`config.mk`:
```
export PLATFORM = sky130hd
export DESIGN_NAME = periodic_and_update_interrupts
export DESIGN_NICKNAME = d
export VERILOG_FILES = /design/src/core/irq_pkg.sv /design/src/core/periodic_and_update_interrupts.sv /design/src/core/scl_sync.sv /design/src/core/tick_gen.sv
export VERILOG_INCLUDE_DIRS = /design/src /design/src/core
export SDC_FILE = /design/constraint.sdc
export NUM_CORES = 1
export LEC_CHECK = 0
export ABC_AREA = 1
export BUFFER_PORTS_ARGS = -buffer_cell sky130_fd_sc_hd__buf_2
export CAP_MARGIN = 15
export CORE_ASPECT_RATIO = 2
export CORE_MARGIN = 3
export CORE_UTILIZATION = 60
export CTS_CLUSTER_DIAMETER = 80
export DETAILED_ROUTE_END_ITERATION = 7
export GPL_TIMING_DRIVEN = 0
export HOLD_SLACK_MARGIN = 0.03
export PLACE_DENSITY_LB_ADDON = 0.05
export SLEW_MARGIN = 25
export SYNTH_ARGS = -nofsm -noshare
export SYNTH_HDL_FRONTEND = slang
export SYNTH_SLANG_ARGS = --single-unit
```
`constraint.sdc`:
```
create_clock -name clk_i -period 3 [get_ports clk_i]
set_clock_uncertainty 0.2 [all_clocks]
set_input_delay 0.6 -clock clk_i [delete_from_list [all_inputs] [get_ports clk_i]]
set_output_delay 0.6 -clock clk_i [all_outputs]
set_load 0.02 [all_outputs]
```
`src/core/irq_cfg.svh`:
```
// Constants for the periodic and update interrupt block
`ifndef IRQ_CFG_SVH
`define IRQ_CFG_SVH

`define CLK_PERIOD_NS 100
`define CLK_HZ 10000000
`define SRC_FAST_HZ 4096
`define FAST_DIV (`CLK_HZ / `SRC_FAST_HZ)
`define SLOW_DIV 64
`define SEC_DIV 64
`define MIN_DIV 60

`define IRQ_AUTO_RELEASE_TIME_FAST_NS 122000
`define IRQ_AUTO_RELEASE_TIME_SLOW_NS 7800000
`define IRQ_AUTO_RELEASE_TIME_UPD_NS 7182500
`define IRQ_AUTO_RELEASE_TIME_FAST_CYC (`IRQ_AUTO_RELEASE_TIME_FAST_NS / `CLK_PERIOD_NS)
`define IRQ_AUTO_RELEASE_TIME_SLOW_CYC (`IRQ_AUTO_RELEASE_TIME_SLOW_NS / `CLK_PERIOD_NS)
`define IRQ_AUTO_RELEASE_TIME_UPD_CYC (`IRQ_AUTO_RELEASE_TIME_UPD_NS / `CLK_PERIOD_NS)

`define PRESET_W 12
`define REL_W 17
`define DIV_W 16

`endif

```
`src/core/irq_pkg.sv`:
```
// Types shared by the periodic and update interrupt block
package irq_pkg;

	typedef struct packed {
		logic t4096;
		logic t64;
		logic sec;
		logic min;
	} src_ticks_t;

	typedef struct packed {
		logic timer;
		logic update;
	} flag_bits_t;

	typedef enum logic [1:0] {
		SRC_4096 = 2'b00,
		SRC_64 = 2'b01,
		SRC_SEC = 2'b10,
		SRC_MIN = 2'b11
	} src_sel_t;

	typedef enum logic [1:0] {
		TMR_IDLE = 2'b00,
		TMR_ARMED = 2'b01,
		TMR_RUN = 2'b10
	} tmr_state_t;

endpackage

```
`src/core/periodic_and_update_interrupts.sv`:
```
// Fixed-cycle countdown timer and time update interrupt sources on a shared pin
// Notes on behaviour
// - Countdown event sets the timer flag
// - Timer flag holds until host writes zero
// - Writing one to timer flag does nothing
// - Clearing timer flag leaves interrupt pin low
// - Timer event pulls pin only when enabled
// - Disabling timer interrupt releases its low
// - Timer low releases itself within 7.8 ms
// - Other sources may hold pin while disabled
// - Interval is source period times preset
// - First interval short by up to one period
// - Two select bits pick countdown source clock
// - Countdown starts at serial clock rise after enable
// - Update event on second or minute boundary
// - Update event sets flag until host clears
// - Update event pulls pin only when enabled
// - Update low auto-releases after fixed time
// - Clearing update flag leaves pin low
// - Disabling update interrupt releases its low immediately
// - Every later update event pulls pin again
// - Select zero seconds, one minutes
// - Run rising arms; the next serial clock rise loads the preset
// - Event on count one to zero, reload
`timescale 1ns/1ns
`include "irq_cfg.svh"
module periodic_and_update_interrupts #(
	parameter int FAST_DIV = `FAST_DIV,
	parameter int REL_FAST = `IRQ_AUTO_RELEASE_TIME_FAST_CYC,
	parameter int REL_SLOW = `IRQ_AUTO_RELEASE_TIME_SLOW_CYC,
	parameter int REL_UPD = `IRQ_AUTO_RELEASE_TIME_UPD_CYC
) (
	input wire logic clk_i,
	input wire logic resetn_i,
	input wire logic scl_i,
	input wire logic timer_run_i,
	input wire logic [`PRESET_W-1:0] timer_preset_i,
	input wire logic timer_source_select_hi_i,
	input wire logic timer_source_select_lo_i,
	input wire logic timer_irq_enable_i,
	input wire logic update_irq_enable_i,
	input wire logic update_period_select_i,
	input wire logic flag_wr_i,
	input wire irq_pkg::flag_bits_t flag_wdata_i,
	output logic timer_event_flag_o,
	output logic update_event_flag_o,
	output logic irq_out_n_o,
	output logic irq_out_n_oe_o
);
	irq_pkg::src_ticks_t ticks;
	irq_pkg::src_sel_t src_sel;
	logic scl_rise;
	logic src_tick;
	logic tim_evt;
	logic upd_evt;
	logic [`REL_W-1:0] tim_rel_cyc;

	irq_pkg::tmr_state_t state_ff;
	irq_pkg::tmr_state_t nxt_state;
	logic run_q_ff;
	logic [`PRESET_W-1:0] cnt_ff;
	logic [`PRESET_W-1:0] nxt_cnt;

	logic tim_flag_ff;
	logic upd_flag_ff;
	logic nxt_tim_flag;
	logic nxt_upd_flag;

	logic tim_low_ff;
	logic upd_low_ff;
	logic [`REL_W-1:0] tim_rel_ff;
	logic [`REL_W-1:0] upd_rel_ff;
	logic nxt_tim_low;
	logic nxt_upd_low;
	logic [`REL_W-1:0] nxt_tim_rel;
	logic [`REL_W-1:0] nxt_upd_rel;
	logic oe_ff;

	tick_gen #(
		.FAST_DIV(FAST_DIV)
	) u_tick (
		.clk_i(clk_i),
		.resetn_i(resetn_i),
		.ticks_o(ticks)
	);

	scl_sync u_scl (
		.clk_i(clk_i),
		.resetn_i(resetn_i),
		.scl_i(scl_i),
		.rise_o(scl_rise)
	);

	assign src_sel = irq_pkg::src_sel_t'({timer_source_select_hi_i, timer_source_select_lo_i});

	always_comb begin
		case (src_sel)
			irq_pkg::SRC_4096: src_tick = ticks.t4096;
			irq_pkg::SRC_64: src_tick = ticks.t64;
			irq_pkg::SRC_SEC: src_tick = ticks.sec;
			irq_pkg::SRC_MIN: src_tick = ticks.min;
			default: src_tick = 1'b0;
		endcase
	end

	// Preset 0 never reaches the 1 to 0 step, so it yields no event
	assign tim_evt = (state_ff == irq_pkg::TMR_RUN) && src_tick
		&& (cnt_ff == `PRESET_W'(1));
	assign upd_evt = update_period_select_i ? ticks.min : ticks.sec;
	assign tim_rel_cyc = (src_sel == irq_pkg::SRC_4096) ? `REL_W'(REL_FAST) : `REL_W'(REL_SLOW);

	// Start is not aligned to the source tick, so the first interval runs short
	always_comb begin
		nxt_state = state_ff;
		nxt_cnt = cnt_ff;
		case (state_ff)
			irq_pkg::TMR_IDLE: begin
				if (timer_run_i && !run_q_ff) begin
					nxt_state = irq_pkg::TMR_ARMED;
				end
			end
			irq_pkg::TMR_ARMED: begin
				if (scl_rise) begin
					nxt_state = irq_pkg::TMR_RUN;
					nxt_cnt = timer_preset_i;
				end
			end
			irq_pkg::TMR_RUN: begin
				if (tim_evt) begin
					nxt_cnt = timer_preset_i;
				end else if (src_tick && cnt_ff != '0) begin
					nxt_cnt = cnt_ff - `PRESET_W'(1);
				end
			end
			default: nxt_state = irq_pkg::TMR_IDLE;
		endcase
		if (!timer_run_i) begin
			nxt_state = irq_pkg::TMR_IDLE;
		end
	end

	always_ff @(posedge clk_i) begin
		if (!resetn_i) begin
			state_ff <= irq_pkg::TMR_IDLE;
			run_q_ff <= 1'b0;
			cnt_ff <= '0;
		end else begin
			state_ff <= nxt_state;
			run_q_ff <= timer_run_i;
			cnt_ff <= nxt_cnt;
		end
	end

	// An event in the clearing cycle wins over the clear
	always_comb begin
		nxt_tim_flag = tim_evt
			| (tim_flag_ff & ~(flag_wr_i & ~flag_wdata_i.timer));
		nxt_upd_flag = upd_evt
			| (upd_flag_ff & ~(flag_wr_i & ~flag_wdata_i.update));
	end

	// Pin requests ignore the flags entirely
	always_comb begin
		nxt_tim_low = tim_low_ff;
		nxt_tim_rel = tim_rel_ff;
		if (!timer_irq_enable_i || !timer_run_i) begin
			nxt_tim_low = 1'b0;
			nxt_tim_rel = '0;
		end else if (tim_evt) begin
			nxt_tim_low = 1'b1;
			nxt_tim_rel = tim_rel_cyc;
		end else if (tim_low_ff) begin
			nxt_tim_rel = tim_rel_ff - `REL_W'(1);
			nxt_tim_low = (tim_rel_ff != `REL_W'(1));
		end
		nxt_upd_low = upd_low_ff;
		nxt_upd_rel = upd_rel_ff;
		if (!update_irq_enable_i) begin
			nxt_upd_low = 1'b0;
			nxt_upd_rel = '0;
		end else if (upd_evt) begin
			nxt_upd_low = 1'b1;
			nxt_upd_rel = `REL_W'(REL_UPD);
		end else if (upd_low_ff) begin
			nxt_upd_rel = upd_rel_ff - `REL_W'(1);
			nxt_upd_low = (upd_rel_ff != `REL_W'(1));
		end
	end

	always_ff @(posedge clk_i) begin
		if (!resetn_i) begin
			tim_flag_ff <= 1'b0;
			upd_flag_ff <= 1'b0;
			tim_low_ff <= 1'b0;
			upd_low_ff <= 1'b0;
			tim_rel_ff <= '0;
			upd_rel_ff <= '0;
			oe_ff <= 1'b0;
		end else begin
			tim_flag_ff <= nxt_tim_flag;
			upd_flag_ff <= nxt_upd_flag;
			tim_low_ff <= nxt_tim_low;
			upd_low_ff <= nxt_upd_low;
			tim_rel_ff <= nxt_tim_rel;
			upd_rel_ff <= nxt_upd_rel;
			oe_ff <= nxt_tim_low | nxt_upd_low;
		end
	end

	assign timer_event_flag_o = tim_flag_ff;
	assign update_event_flag_o = upd_flag_ff;
	assign irq_out_n_o = 1'b0;
	assign irq_out_n_oe_o = oe_ff;

	// Helper: cycles the timer request has stood low
	logic [`REL_W-1:0] tim_age_ff;
	always_ff @(posedge clk_i) begin
		if (!resetn_i || !tim_low_ff) begin
			tim_age_ff <= '0;
		end else begin
			tim_age_ff <= tim_age_ff + `REL_W'(1);
		end
	end
endmodule

```
`src/core/scl_sync.sv`:
```
// Two-flop synchroniser and rising-edge finder for the serial clock pin
`timescale 1ns/1ns
module scl_sync (
	input wire logic clk_i,
	input wire logic resetn_i,
	input wire logic scl_i,
	output logic rise_o
);
	logic meta_ff;
	logic sync_ff;
	logic prev_ff;
	logic nxt_prev;

	always_comb begin
		nxt_prev = sync_ff;
	end

	always_ff @(posedge clk_i) begin
		// Reset to the idle-high bus level, so release shows no false rise
		if (!resetn_i) begin
			meta_ff <= 1'b1;
			sync_ff <= 1'b1;
			prev_ff <= 1'b1;
		end else begin
			meta_ff <= scl_i;
			sync_ff <= meta_ff;
			prev_ff <= nxt_prev;
		end
	end

	assign rise_o = sync_ff & ~prev_ff;
endmodule

```
`src/core/tick_gen.sv`:
```
// Oscillator divider giving 4096 Hz, 64 Hz, second and minute tick pulses
`timescale 1ns/1ns
`include "irq_cfg.svh"
module tick_gen #(
	parameter int FAST_DIV = `FAST_DIV
) (
	input wire logic clk_i,
	input wire logic resetn_i,
	output irq_pkg::src_ticks_t ticks_o
);
	logic [`DIV_W-1:0] div_ff;
	logic [5:0] c64_ff;
	logic [5:0] csec_ff;
	logic [5:0] cmin_ff;
	irq_pkg::src_ticks_t tick_ff;
	logic [`DIV_W-1:0] nxt_div;
	logic [5:0] nxt_c64;
	logic [5:0] nxt_csec;
	logic [5:0] nxt_cmin;
	irq_pkg::src_ticks_t nxt_tick;

	// Each slower tick lands in the same cycle as the faster one that completes it
	always_comb begin
		nxt_div = div_ff + `DIV_W'(1);
		nxt_c64 = c64_ff;
		nxt_csec = csec_ff;
		nxt_cmin = cmin_ff;
		nxt_tick = '0;
		if (div_ff == `DIV_W'(FAST_DIV - 1)) begin
			nxt_div = '0;
			nxt_tick.t4096 = 1'b1;
			nxt_c64 = c64_ff + 6'h01;
			if (c64_ff == 6'(`SLOW_DIV - 1)) begin
				nxt_c64 = '0;
				nxt_tick.t64 = 1'b1;
				nxt_csec = csec_ff + 6'h01;
				if (csec_ff == 6'(`SEC_DIV - 1)) begin
					nxt_csec = '0;
					nxt_tick.sec = 1'b1;
					nxt_cmin = cmin_ff + 6'h01;
					if (cmin_ff == 6'(`MIN_DIV - 1)) begin
						nxt_cmin = '0;
						nxt_tick.min = 1'b1;
					end
				end
			end
		end
	end

	always_ff @(posedge clk_i) begin
		if (!resetn_i) begin
			div_ff <= '0;
			c64_ff <= '0;
			csec_ff <= '0;
			cmin_ff <= '0;
			tick_ff <= '0;
		end else begin
			div_ff <= nxt_div;
			c64_ff <= nxt_c64;
			csec_ff <= nxt_csec;
			cmin_ff <= nxt_cmin;
			tick_ff <= nxt_tick;
		end
	end

	assign ticks_o = tick_ff;
endmodule

```
==> flow_summary.json, run 1 <==
{
  "cp.arrival_ps": 2190,
  "drc": 0,
  "synth_edf_count": 0,
  "worstSkewPairLatency_ps": 350,
  "cts_tree": "done",
  "status": "completed",
  "synth_seq_cells": 95,
  "hold_end": "u_scl.nxt_prev",
  "utilization": 0.677,
  "swShare": 0.276,
  "worst_pin_slew_ps": 521,
  "met2WireLength_um": 6850,
  "antenna_found_initial": 0,
  "r2r-end": "tim_rel_ff[2]",
  "fin_ws_ps": 854,
  "cp_data_required_time_ps": 3050,
  "rsz0062_at_grt": "no",
  "cts-resized-gates": 0,
  "grt_max_degree": 16,
  "critical_path_class": "flop to flop",
  "syn_inst": 764,
  "synth_nets": 803,
  "crit_fanout": 6,
  "drv_slew": 0,
  "met3_wirelength_um": 383,
  "dpl_worst_slack_ps": 719,
  "antenna_left": 0,
  "timing.hold.ws_ps": 228,
  "hold_viol": 0,
  "clock.fmax_ghz": 0.466,
  "start_util": 0.616,
  "ys_warn_count": 0,
  "p_leak_nw": 2.57,
  "die_h_um": 136,
  "syn_to_final_growth_pct": 9.97,
  "layout_min_cycle_time_ps": 2150,
  "core_um2": 8290,
  "grt_pass1_vias": 4753,
  "yosysSeqAreaShare": 0.372,
  "fin_nets": 839,
  "row_count": 47,
  "layout_common_cells": "nand2_1, nor2_1, inv_1, dfxtp_1, nand3_1",
  "final_common_cell": "nand2_1",
  "place_congestion": 0.933,
  "grt_util_all_layers": 0.257,
  "dpl.hpwl_um": 9050,
  "dieArea_um2": 9720,
  "power.internal_w": 0.00199,
  "hold_class": "flop to flop",
  "comb_power_share": 0.144,
  "max-vdd-ir-drop_v": 0.000374,
  "numCtsBuffers": 9,
  "synth_largest_area_cell": "dfxtp_1",
  "start_kind": "flop",
  "final.setup.tns_ps": 0,
  "clkTransAtPathRegs_ps": 60,
  "total_power_w": 0.00275,
  "drt_wl_total_um": 11900,
  "post-cts-setup-buffers": 0,
  "drive_gt1_frac": 0.0995,
  "cts.sinks": 95,
  "yosys-top-cells-area": "dfxtp_1, nand2_1, nor2_1",
  "setup_viol": 0,
  "synth_top_cell_area_share": 0.372,
  "slowest_delay_ps": 320,
  "syn_area_per_cell_um2": 6.69,
  "avgRoutedWirePerCell_um": 13.2,
  "hold_depth": 1,
  "postSynth.asyncResetShare": 0,
  "cts_hold_buf": 0,
  "p_seq_frac": 0.479,
  "fin_crit_sh": 0.715,
  "path_buf_inv": 3,
  "ys.flop_type": "dfxtp_1",
  "port_buffers": 25,
  "setup.worst_path.end_class": "flop",
  "power_switching_w": 0.000758,
  "root_buffer": "clkbuf_16",
  "path_delay_family": "simple AND/OR/NAND/NOR gates",
  "hold_path_startpoint": "u_scl.meta_ff",
  "powerDensity_nw_per_um2": 490,
  "crit_top_cell": "nand2_1",
  "cts-htree-levels": 3,
  "clock_path_buffers": 2,
  "slew_headroom": 0.653,
  "grt_pass1_wl_um": 20100,
  "crit_chain": "inv_1 > ha_1 > nand2_1 > nor2_1 > nand2_1 > nor2_2 > nand2_2 > nand2_1 > inv_1 > nand2_1 > nand3_1 > nand2_1 > inv_1",
  "drt_iter0_drc": 320,
  "drv_cap": 0,
  "rr_worst_depth": 13,
  "highest_layer": "met4",
  "slowest_stage": "dfxtp_1",
  "vias_per_cell": 5.42,
  "io_pins": 28,
  "vias": 4889,
  "insertedDiodeCount": 0,
  "yosysUniqueCellTypes": 37,
  "nFillCells": 760,
  "r2r_setup_slack_ps": 850,
  "die_w_um": 71.2,
  "overflow": 0,
  "setup.worst_path.start": "state_ff[0]",
  "syn_area_um2": 5110,
  "rr_startpoint": "state_ff[0]",
  "p_clk_frac": 0.377,
  "dr.pass1.iters": 7,
  "met1_length_um": 4300
}
## worst reg2reg max path, stage by stage (launching register included)
cell	delay, ps
dfxtp_1	320
inv_1	90
ha_1	270
nand2_1	70
nor2_1	180
nand2_1	90
nor2_2	90
nand2_2	90
nand2_1	210
inv_1	170
nand2_1	90
nand3_1	70
nand2_1	70
inv_1	40
## sequential cells by signal (all words and copies together), names as in the netlist, 2 cells and up
register	cells
u_tick.ticks_o	4
cnt_ff	12
upd_rel_ff	17
u_tick.c64_ff	6
state_ff	2
u_tick.csec_ff	6
u_tick.cmin_ff	6
u_tick.div_ff	16
tim_rel_ff	17
## layout make-up
cell class	instances	area, µm²	share of cell area
multi-input combinational	552	2730	0.486
timing repair buffer	25	125	0.0223
sequential	95	1900	0.339
inverter	104	390	0.0695
tap	98	123	0.0218
clock inverter	5	32.5	0.00579
buffer	13	86.3	0.0154
clock buffer	10	229	0.0408
## metal layers
metal  track usage  vias to the layer above
met1         0.246                     2248
met3        0.0422                       27
met2         0.505                      117
li1              -                     2497
met4         0.124                        0
met5             0                        -
## metrics by stage
| stage | cells | cell area [µm²] |
|---|---|---|
| after floorplan | 764 | 5110 |
| after global placement | 887 | 5360 |
| after detailed placement | 887 | 5360 |
| after CTS | 902 | 5620 |
| after global routing | 902 | 5620 |
| final | 902 | 5620 |
## cells by family after synthesis
kind of cell               Yosys count  synth area share
and+or+nand+nor                    419             0.361
xor gates and xnor gates            23            0.0394
other                                1          0.000734
DFF                                 95             0.372
buffers and inverters              117            0.0933
adders and majority gates           15            0.0367
AOI/OAI and AO/OA                   94            0.0965
## worst max-delay path by stage
| stage | to | depth (start not counted) |
|---|---|---|
| after floorplan | cnt_ff[5] | 12 |
| after global placement | upd_rel_ff[10] | 5 |
| after detailed placement | upd_rel_ff[14] | 5 |
| after CTS | tim_rel_ff[10] | 10 |
| after global routing | tim_rel_ff[10] | 10 |
| final | tim_rel_ff[2] | 13 |
## power groups by stage
stage	sequential (W)	combinational, W	clock, W
2_1_floorplan	0.00134	0.000303	0
3_3_place_gp	0.00134	0.000383	0
3_5_place_dp	0.00134	0.000391	0
4_1_cts	0.00132	0.000394	0.00105
5_1_grt	0.00132	0.000456	0.00110
6_report	0.00132	0.000395	0.00104
## cells in the mapped netlist, drive strengths merged (2+ instances only)
| library cell | number |
|---|---|
| o21ai | 30 |
| inv | 104 |
| a21oi | 53 |
| nor4 | 2 |
| a31oi | 3 |
| xor2 | 18 |
| nand3b | 3 |
| nand2 | 190 |
| nand3 | 65 |
| buf | 10 |
| dfxtp | 95 |
| ha | 15 |
| nand4 | 18 |
| o21bai | 2 |
| nor3b | 4 |
| a211oi | 2 |
| clkbuf | 3 |
| or2 | 8 |
| xnor2 | 5 |
| nor2 | 113 |
| nor3 | 14 |
| o21a | 3 |
Power figures use the tool's default switching activity.
==> run 2: changes to the inputs <==
Clock period 3 ns to 2 ns, I/O delays scaled along.
==> run 2 against run 1 <==
Global-route usage fell by 0.061 points. Combinational power rose by 63%. Cell count rose by 1.1%. Sequential power rose by 50%. Total power rose by 52%.
==> flow_summary.json, run 2 (same netlist as run 1, synthesis figures left out) <==
{
  "status": "completed",
  "multi_input_area_um2": 2830,
  "hold_depth": 2,
  "cts-htree-levels": 3,
  "clock_path_buffers": 2,
  "final_common_cell": "nand2_1",
  "drv_slew": 0,
  "dieArea_um2": 9720,
  "antenna_left": 0,
  "antenna_found_initial": 0,
  "drt_iter0_drc": 312,
  "p_leak_nw": 2.68,
  "cp_num_cells": 13,
  "numCtsBuffers": 9,
  "rr_worst_depth": 13,
  "slowest_delay_ps": 330,
  "cp_data_required_time_ps": 2040,
  "drv_cap": 0,
  "layout_common_cells": "nand2_1, nor2_1, inv_1, dfxtp_1, nand3_1",
  "hold_class": "input port to flop",
  "io_pins": 28,
  "hold_viol": 0,
  "fin_ws_ps": 31.9,
  "slew_headroom": 0.650,
  "dpl_cell_area_um2": 5360,
  "powerDensity_nw_per_um2": 715,
  "cts_hold_buf": 0,
  "worstSkewPairLatency_ps": 350,
  "r2r_setup_slack_ps": 30,
  "fin_area_um2": 5850,
  "final.setup.tns_ps": 0,
  "root_buffer": "clkbuf_16",
  "die_h_um": 136,
  "clock.fmax_ghz": 0.508,
  "insertedDiodeCount": 0,
  "cp.arrival_ps": 2010,
  "fin_nets": 849,
  "fin_crit_sh": 0.984,
  "place_congestion": 0.933,
  "drive_gt1_frac": 0.135,
  "avgRoutedWirePerCell_um": 13.7,
  "vias_per_cell": 5.52,
  "top_regs": "tim_rel_ff: 17 flops, upd_rel_ff: 17 flops, u_tick.div_ff: 16 flops",
  "cts_tree": "done",
  "setup_viol": 0,
  "start_util": 0.616,
  "grt_max_degree": 16,
  "grt_pass1_vias": 4753,
  "cts.sinks": 95,
  "crit_chain": "inv_2 > ha_1 > nand2_2 > nor2_4 > nand2_1 > nor2_2 > nand2_4 > buf_8 > buf_12 > nand3_1 > nand2_1 > nor2_1 > nor2_1",
  "regArea_um2": 1900,
  "nFillCells": 722,
  "row_count": 47,
  "rr_startpoint": "cnt_ff[1]",
  "timing.hold.ws_ps": 40.7,
  "drt_wl_total_um": 12500,
  "dr.pass1.iters": 7,
  "die_w_um": 71.2,
  "dpl.hpwl_um": 9050,
  "path_buf_inv": 3,
  "worst_pin_slew_ps": 525,
  "slowest_stage": "dfxtp_1",
  "layout_min_cycle_time_ps": 1970,
  "vias": 5033,
  "grt_pass1_wl_um": 20000,
  "setup.worst_path.start": "cnt_ff[1]",
  "path_delay_family": "simple AND/OR/NAND/NOR gates",
  "grt_util_all_layers": 0.256,
  "critical_path_class": "flop to flop",
  "max-vdd-ir-drop_v": 0.000568,
  "dpl_worst_slack_ps": -112,
  "port_buffers": 25,
  "core_um2": 8290,
  "crit_fanout": 10,
  "rsz0062_at_grt": "yes",
  "setup.worst_path.end_class": "flop",
  "clkTransAtPathRegs_ps": 60,
  "syn_to_final_growth_pct": 14.6,
  "overflow": 0,
  "hold_path_startpoint": "scl_i",
  "drc": 0,
  "start_kind": "flop"
}
==> run 2: area by class of cell <==
| class | count | share of cell area |
|---|---|---|
| tap | 98 | 0.0209 |
| multi-input combinational | 552 | 0.483 |
| buffer | 13 | 0.0182 |
| clock inverter | 5 | 0.00556 |
| sequential | 95 | 0.325 |
| inverter | 104 | 0.0667 |
| timing repair buffer | 35 | 0.0415 |
| clock buffer | 10 | 0.0391 |
==> run 2: worst register-to-register path, delay by kind of cell, from the launching register on <==
kind	cells	cell delay (ps)
and+or+nand+nor	9	790
buffers and inverters	3	380
DFF	1	330
adders and majority gates	1	170
==> run 2: stage by stage <==
| step | util | std cells | total power [W] |
|---|---|---|---|
| after global routing | 0.706 | 912 | 0.00437 |
| final | 0.706 | 912 | 0.00418 |
| after floorplan | - | 764 | 0.00246 |
| after global placement | 0.646 | 887 | 0.00259 |
| after detailed placement | 0.646 | 887 | 0.00260 |
| after CTS | 0.680 | 902 | 0.00415 |
==> run 2: worst paths after layout <==
path | end
max reg2reg | cnt_ff[5]
max | cnt_ff[5]
min reg2reg | u_scl.prev_ff
min | u_scl.meta_ff
==> run 2: power breakdown <==
group / leakage [nW] / switching [W] / internal, W
clock: 0.133 / 0.000721 / 0.000838
combinational: 1.78 / 0.000408 / 0.000236
sequential: 0.769 / 0.0000398 / 0.00194
==> run 2: layer usage <==
layer / routed length (µm) / track usage / share of wire / vias up
li1: - / - / - / 2526
met3: 365 / 0.0429 / 0.029 / 39
met1: 4470 / 0.245 / 0.36 / 2322
met4: 403 / 0.127 / 0.032 / 0
met5: 0 / 0 / 0 / -
met2: 7220 / 0.503 / 0.58 / 146
==> run 2: repair_timing <==
| action | in CTS | in global routing |
|---|---|---|
| setup buffers | 0 | 9 |
| endpoints found under the setup margin | 20 | 45 |
| resized for setup | 5 | 28 |
| pin swaps | 0 | 11 |
| gates cloned | 0 | 1 |
==> run 3: changes to the inputs <==
Settings changed: PLACE_DENSITY from default to 0.81, PLACE_DENSITY_LB_ADDON 0.05 to default.
==> run 3 against run 2 <==
Worst setup slack better by 34 ps. Total power grew 5.3%. Highest routed layer unchanged. Non-clock buffer count increased by 1. Critical path depth is 1 lower. First-iteration DRC count rose by 5.4%. Design area up 0.68%. Register-to-register slack better by 30 ps.
==> flow_summary.json, run 3 (same netlist as run 1, synthesis figures left out) <==
{
  "status": "completed",
  "max-vdd-ir-drop_v": 0.000659,
  "powerDensity_nw_per_um2": 748,
  "layout_min_cycle_time_ps": 1930,
  "numCtsBuffers": 9,
  "avgRoutedWirePerCell_um": 13.3,
  "layout_common_cells": "nand2_1, nor2_1, inv_1, dfxtp_1, nand3_1",
  "insertedDiodeCount": 0,
  "start_util": 0.616,
  "hold_viol": 0,
  "p_leak_nw": 2.70,
  "nFillCells": 680,
  "rr_startpoint": "state_ff[1]",
  "die_h_um": 136,
  "drt_wl_total_um": 12100,
  "grt_max_degree": 18,
  "cp.arrival_ps": 2020,
  "drive_gt1_frac": 0.134,
  "total_power_w": 0.00441,
  "core_um2": 8290,
  "worstSkewPairLatency_ps": 360,
  "port_buffers": 25,
  "antenna_left": 0,
  "placedCellCount": 887,
  "setup_viol": 0,
  "drt_iter0_drc": 329,
  "timing.hold.ws_ps": 43.9,
  "clock.fmax_ghz": 0.517,
  "clock_path_buffers": 2,
  "die_w_um": 71.2,
  "dieArea_um2": 9720,
  "place_congestion": 0.898,
  "clkTransAtPathRegs_ps": 70,
  "root_buffer": "clkbuf_16",
  "hold_path_startpoint": "scl_i",
  "hold_class": "input port to flop",
  "dr.pass1.iters": 6,
  "rsz0062_at_grt": "yes",
  "setup.worst_path.start": "state_ff[1]",
  "cts.sinks": 95,
  "vias": 4992,
  "cts-htree-levels": 3,
  "critical_path_class": "flop to flop",
  "start_kind": "flop",
  "vias_per_cell": 5.46,
  "fin_nets": 850,
  "grt_pass1_vias": 4908,
  "setup.worst_path.end_class": "flop",
  "utilization": 0.711,
  "drv_cap": 0,
  "dpl.hpwl_um": 8820,
  "cp_data_required_time_ps": 2080,
  "row_count": 47,
  "drc": 0,
  "grt_pass1_wl_um": 19600,
  "cts_tree": "done",
  "final_cells": 914,
  "top_regs": "tim_rel_ff: 17 flops, upd_rel_ff: 17 flops, u_tick.div_ff: 16 flops",
  "crit_fanout": 10,
  "io_pins": 28,
  "drv_slew": 0,
  "grt_util_all_layers": 0.249,
  "fin_crit_sh": 0.967,
  "overflow": 0,
  "antenna_found_initial": 0,
  "final_common_cell": "nand2_1",
  "syn_to_final_growth_pct": 15.4
}
run 3: cell types whose count changed in the layout (fill, tap and decap cells not counted), sizes merged:
cell      before  now
bufinv         0    1
clkbuf        14   15
clkinv         3    2
clkinvlp       0    1
run 3: power breakdown:
group | switching [W] | total, W | internal (W)
clock | 0.000772 | 0.00179 | 0.00102
combinational | 0.000402 | 0.000637 | 0.000235
sequential | 0.0000394 | 0.00198 | 0.00194
run 3: final cells by class:
type,instances,area [µm²],share of cell area
clock inverters,6,75.1,0.0127
flip-flops and latches,95,1900,0.323
well taps,98,123,0.0208
inverters,104,390,0.0662
plain buffers,13,101,0.0172
multi-input cells,552,2820,0.478
repair buffers,36,243,0.0412
clock buffers,10,239,0.0406
run 3: final timing paths:
check / end / slack (ps) / cells after the start
max: cnt_ff[6] / 70 / 12
min: u_scl.meta_ff / 40 / 2
max reg2reg: cnt_ff[6] / 70 / 12
min reg2reg: u_scl.nxt_prev / 220 / 1
run 3: metrics by stage:
| stage | setup WS (ps) | TNS (ps) | instance area [µm²] |
|---|---|---|---|
| after floorplan | 210 | 0 | 5110 |
| after global placement | -23.2 | -33.0 | 5360 |
| after detailed placement | -40.2 | -142 | 5360 |
| after CTS | 11.2 | 0 | 5690 |
| after global routing | -69.0 | -171 | 5890 |
| final | 65.4 | 0 | 5890 |
run 3: critical path, stage by stage, from the launching register on:
cell     delay (ps)
dfxtp_1         400
ha_4            160
nand2_1          60
nor2_2          100
nand2_1          80
nor2_2          130
nand2_4         110
nand3_1         100
nand2_2          90
buf_6           150
nand2_1          60
nand2_1          80
nor2_2          130
run 3: routing by layer:
| layer | global-route usage | wire length [µm] | vias up |
|---|---|---|---|
| met5 | 0 | 0 | - |
| met4 | 0.141 | 418 | 0 |
| met3 | 0.0326 | 345 | 39 |
| met2 | 0.503 | 6950 | 106 |
| met1 | 0.225 | 4410 | 2320 |
| li1 | - | - | 2527 |
run 3: repair_timing:
| action | in CTS | in global routing |
|---|---|---|
| hold buffers | 0 | 0 |
| pin swaps | 0 | 4 |
| buffers inserted | 0 | 9 |
| resized for setup | 5 | 25 |
| gates cloned | 0 | 2 |
| endpoints found under the setup margin | 13 | 37 |
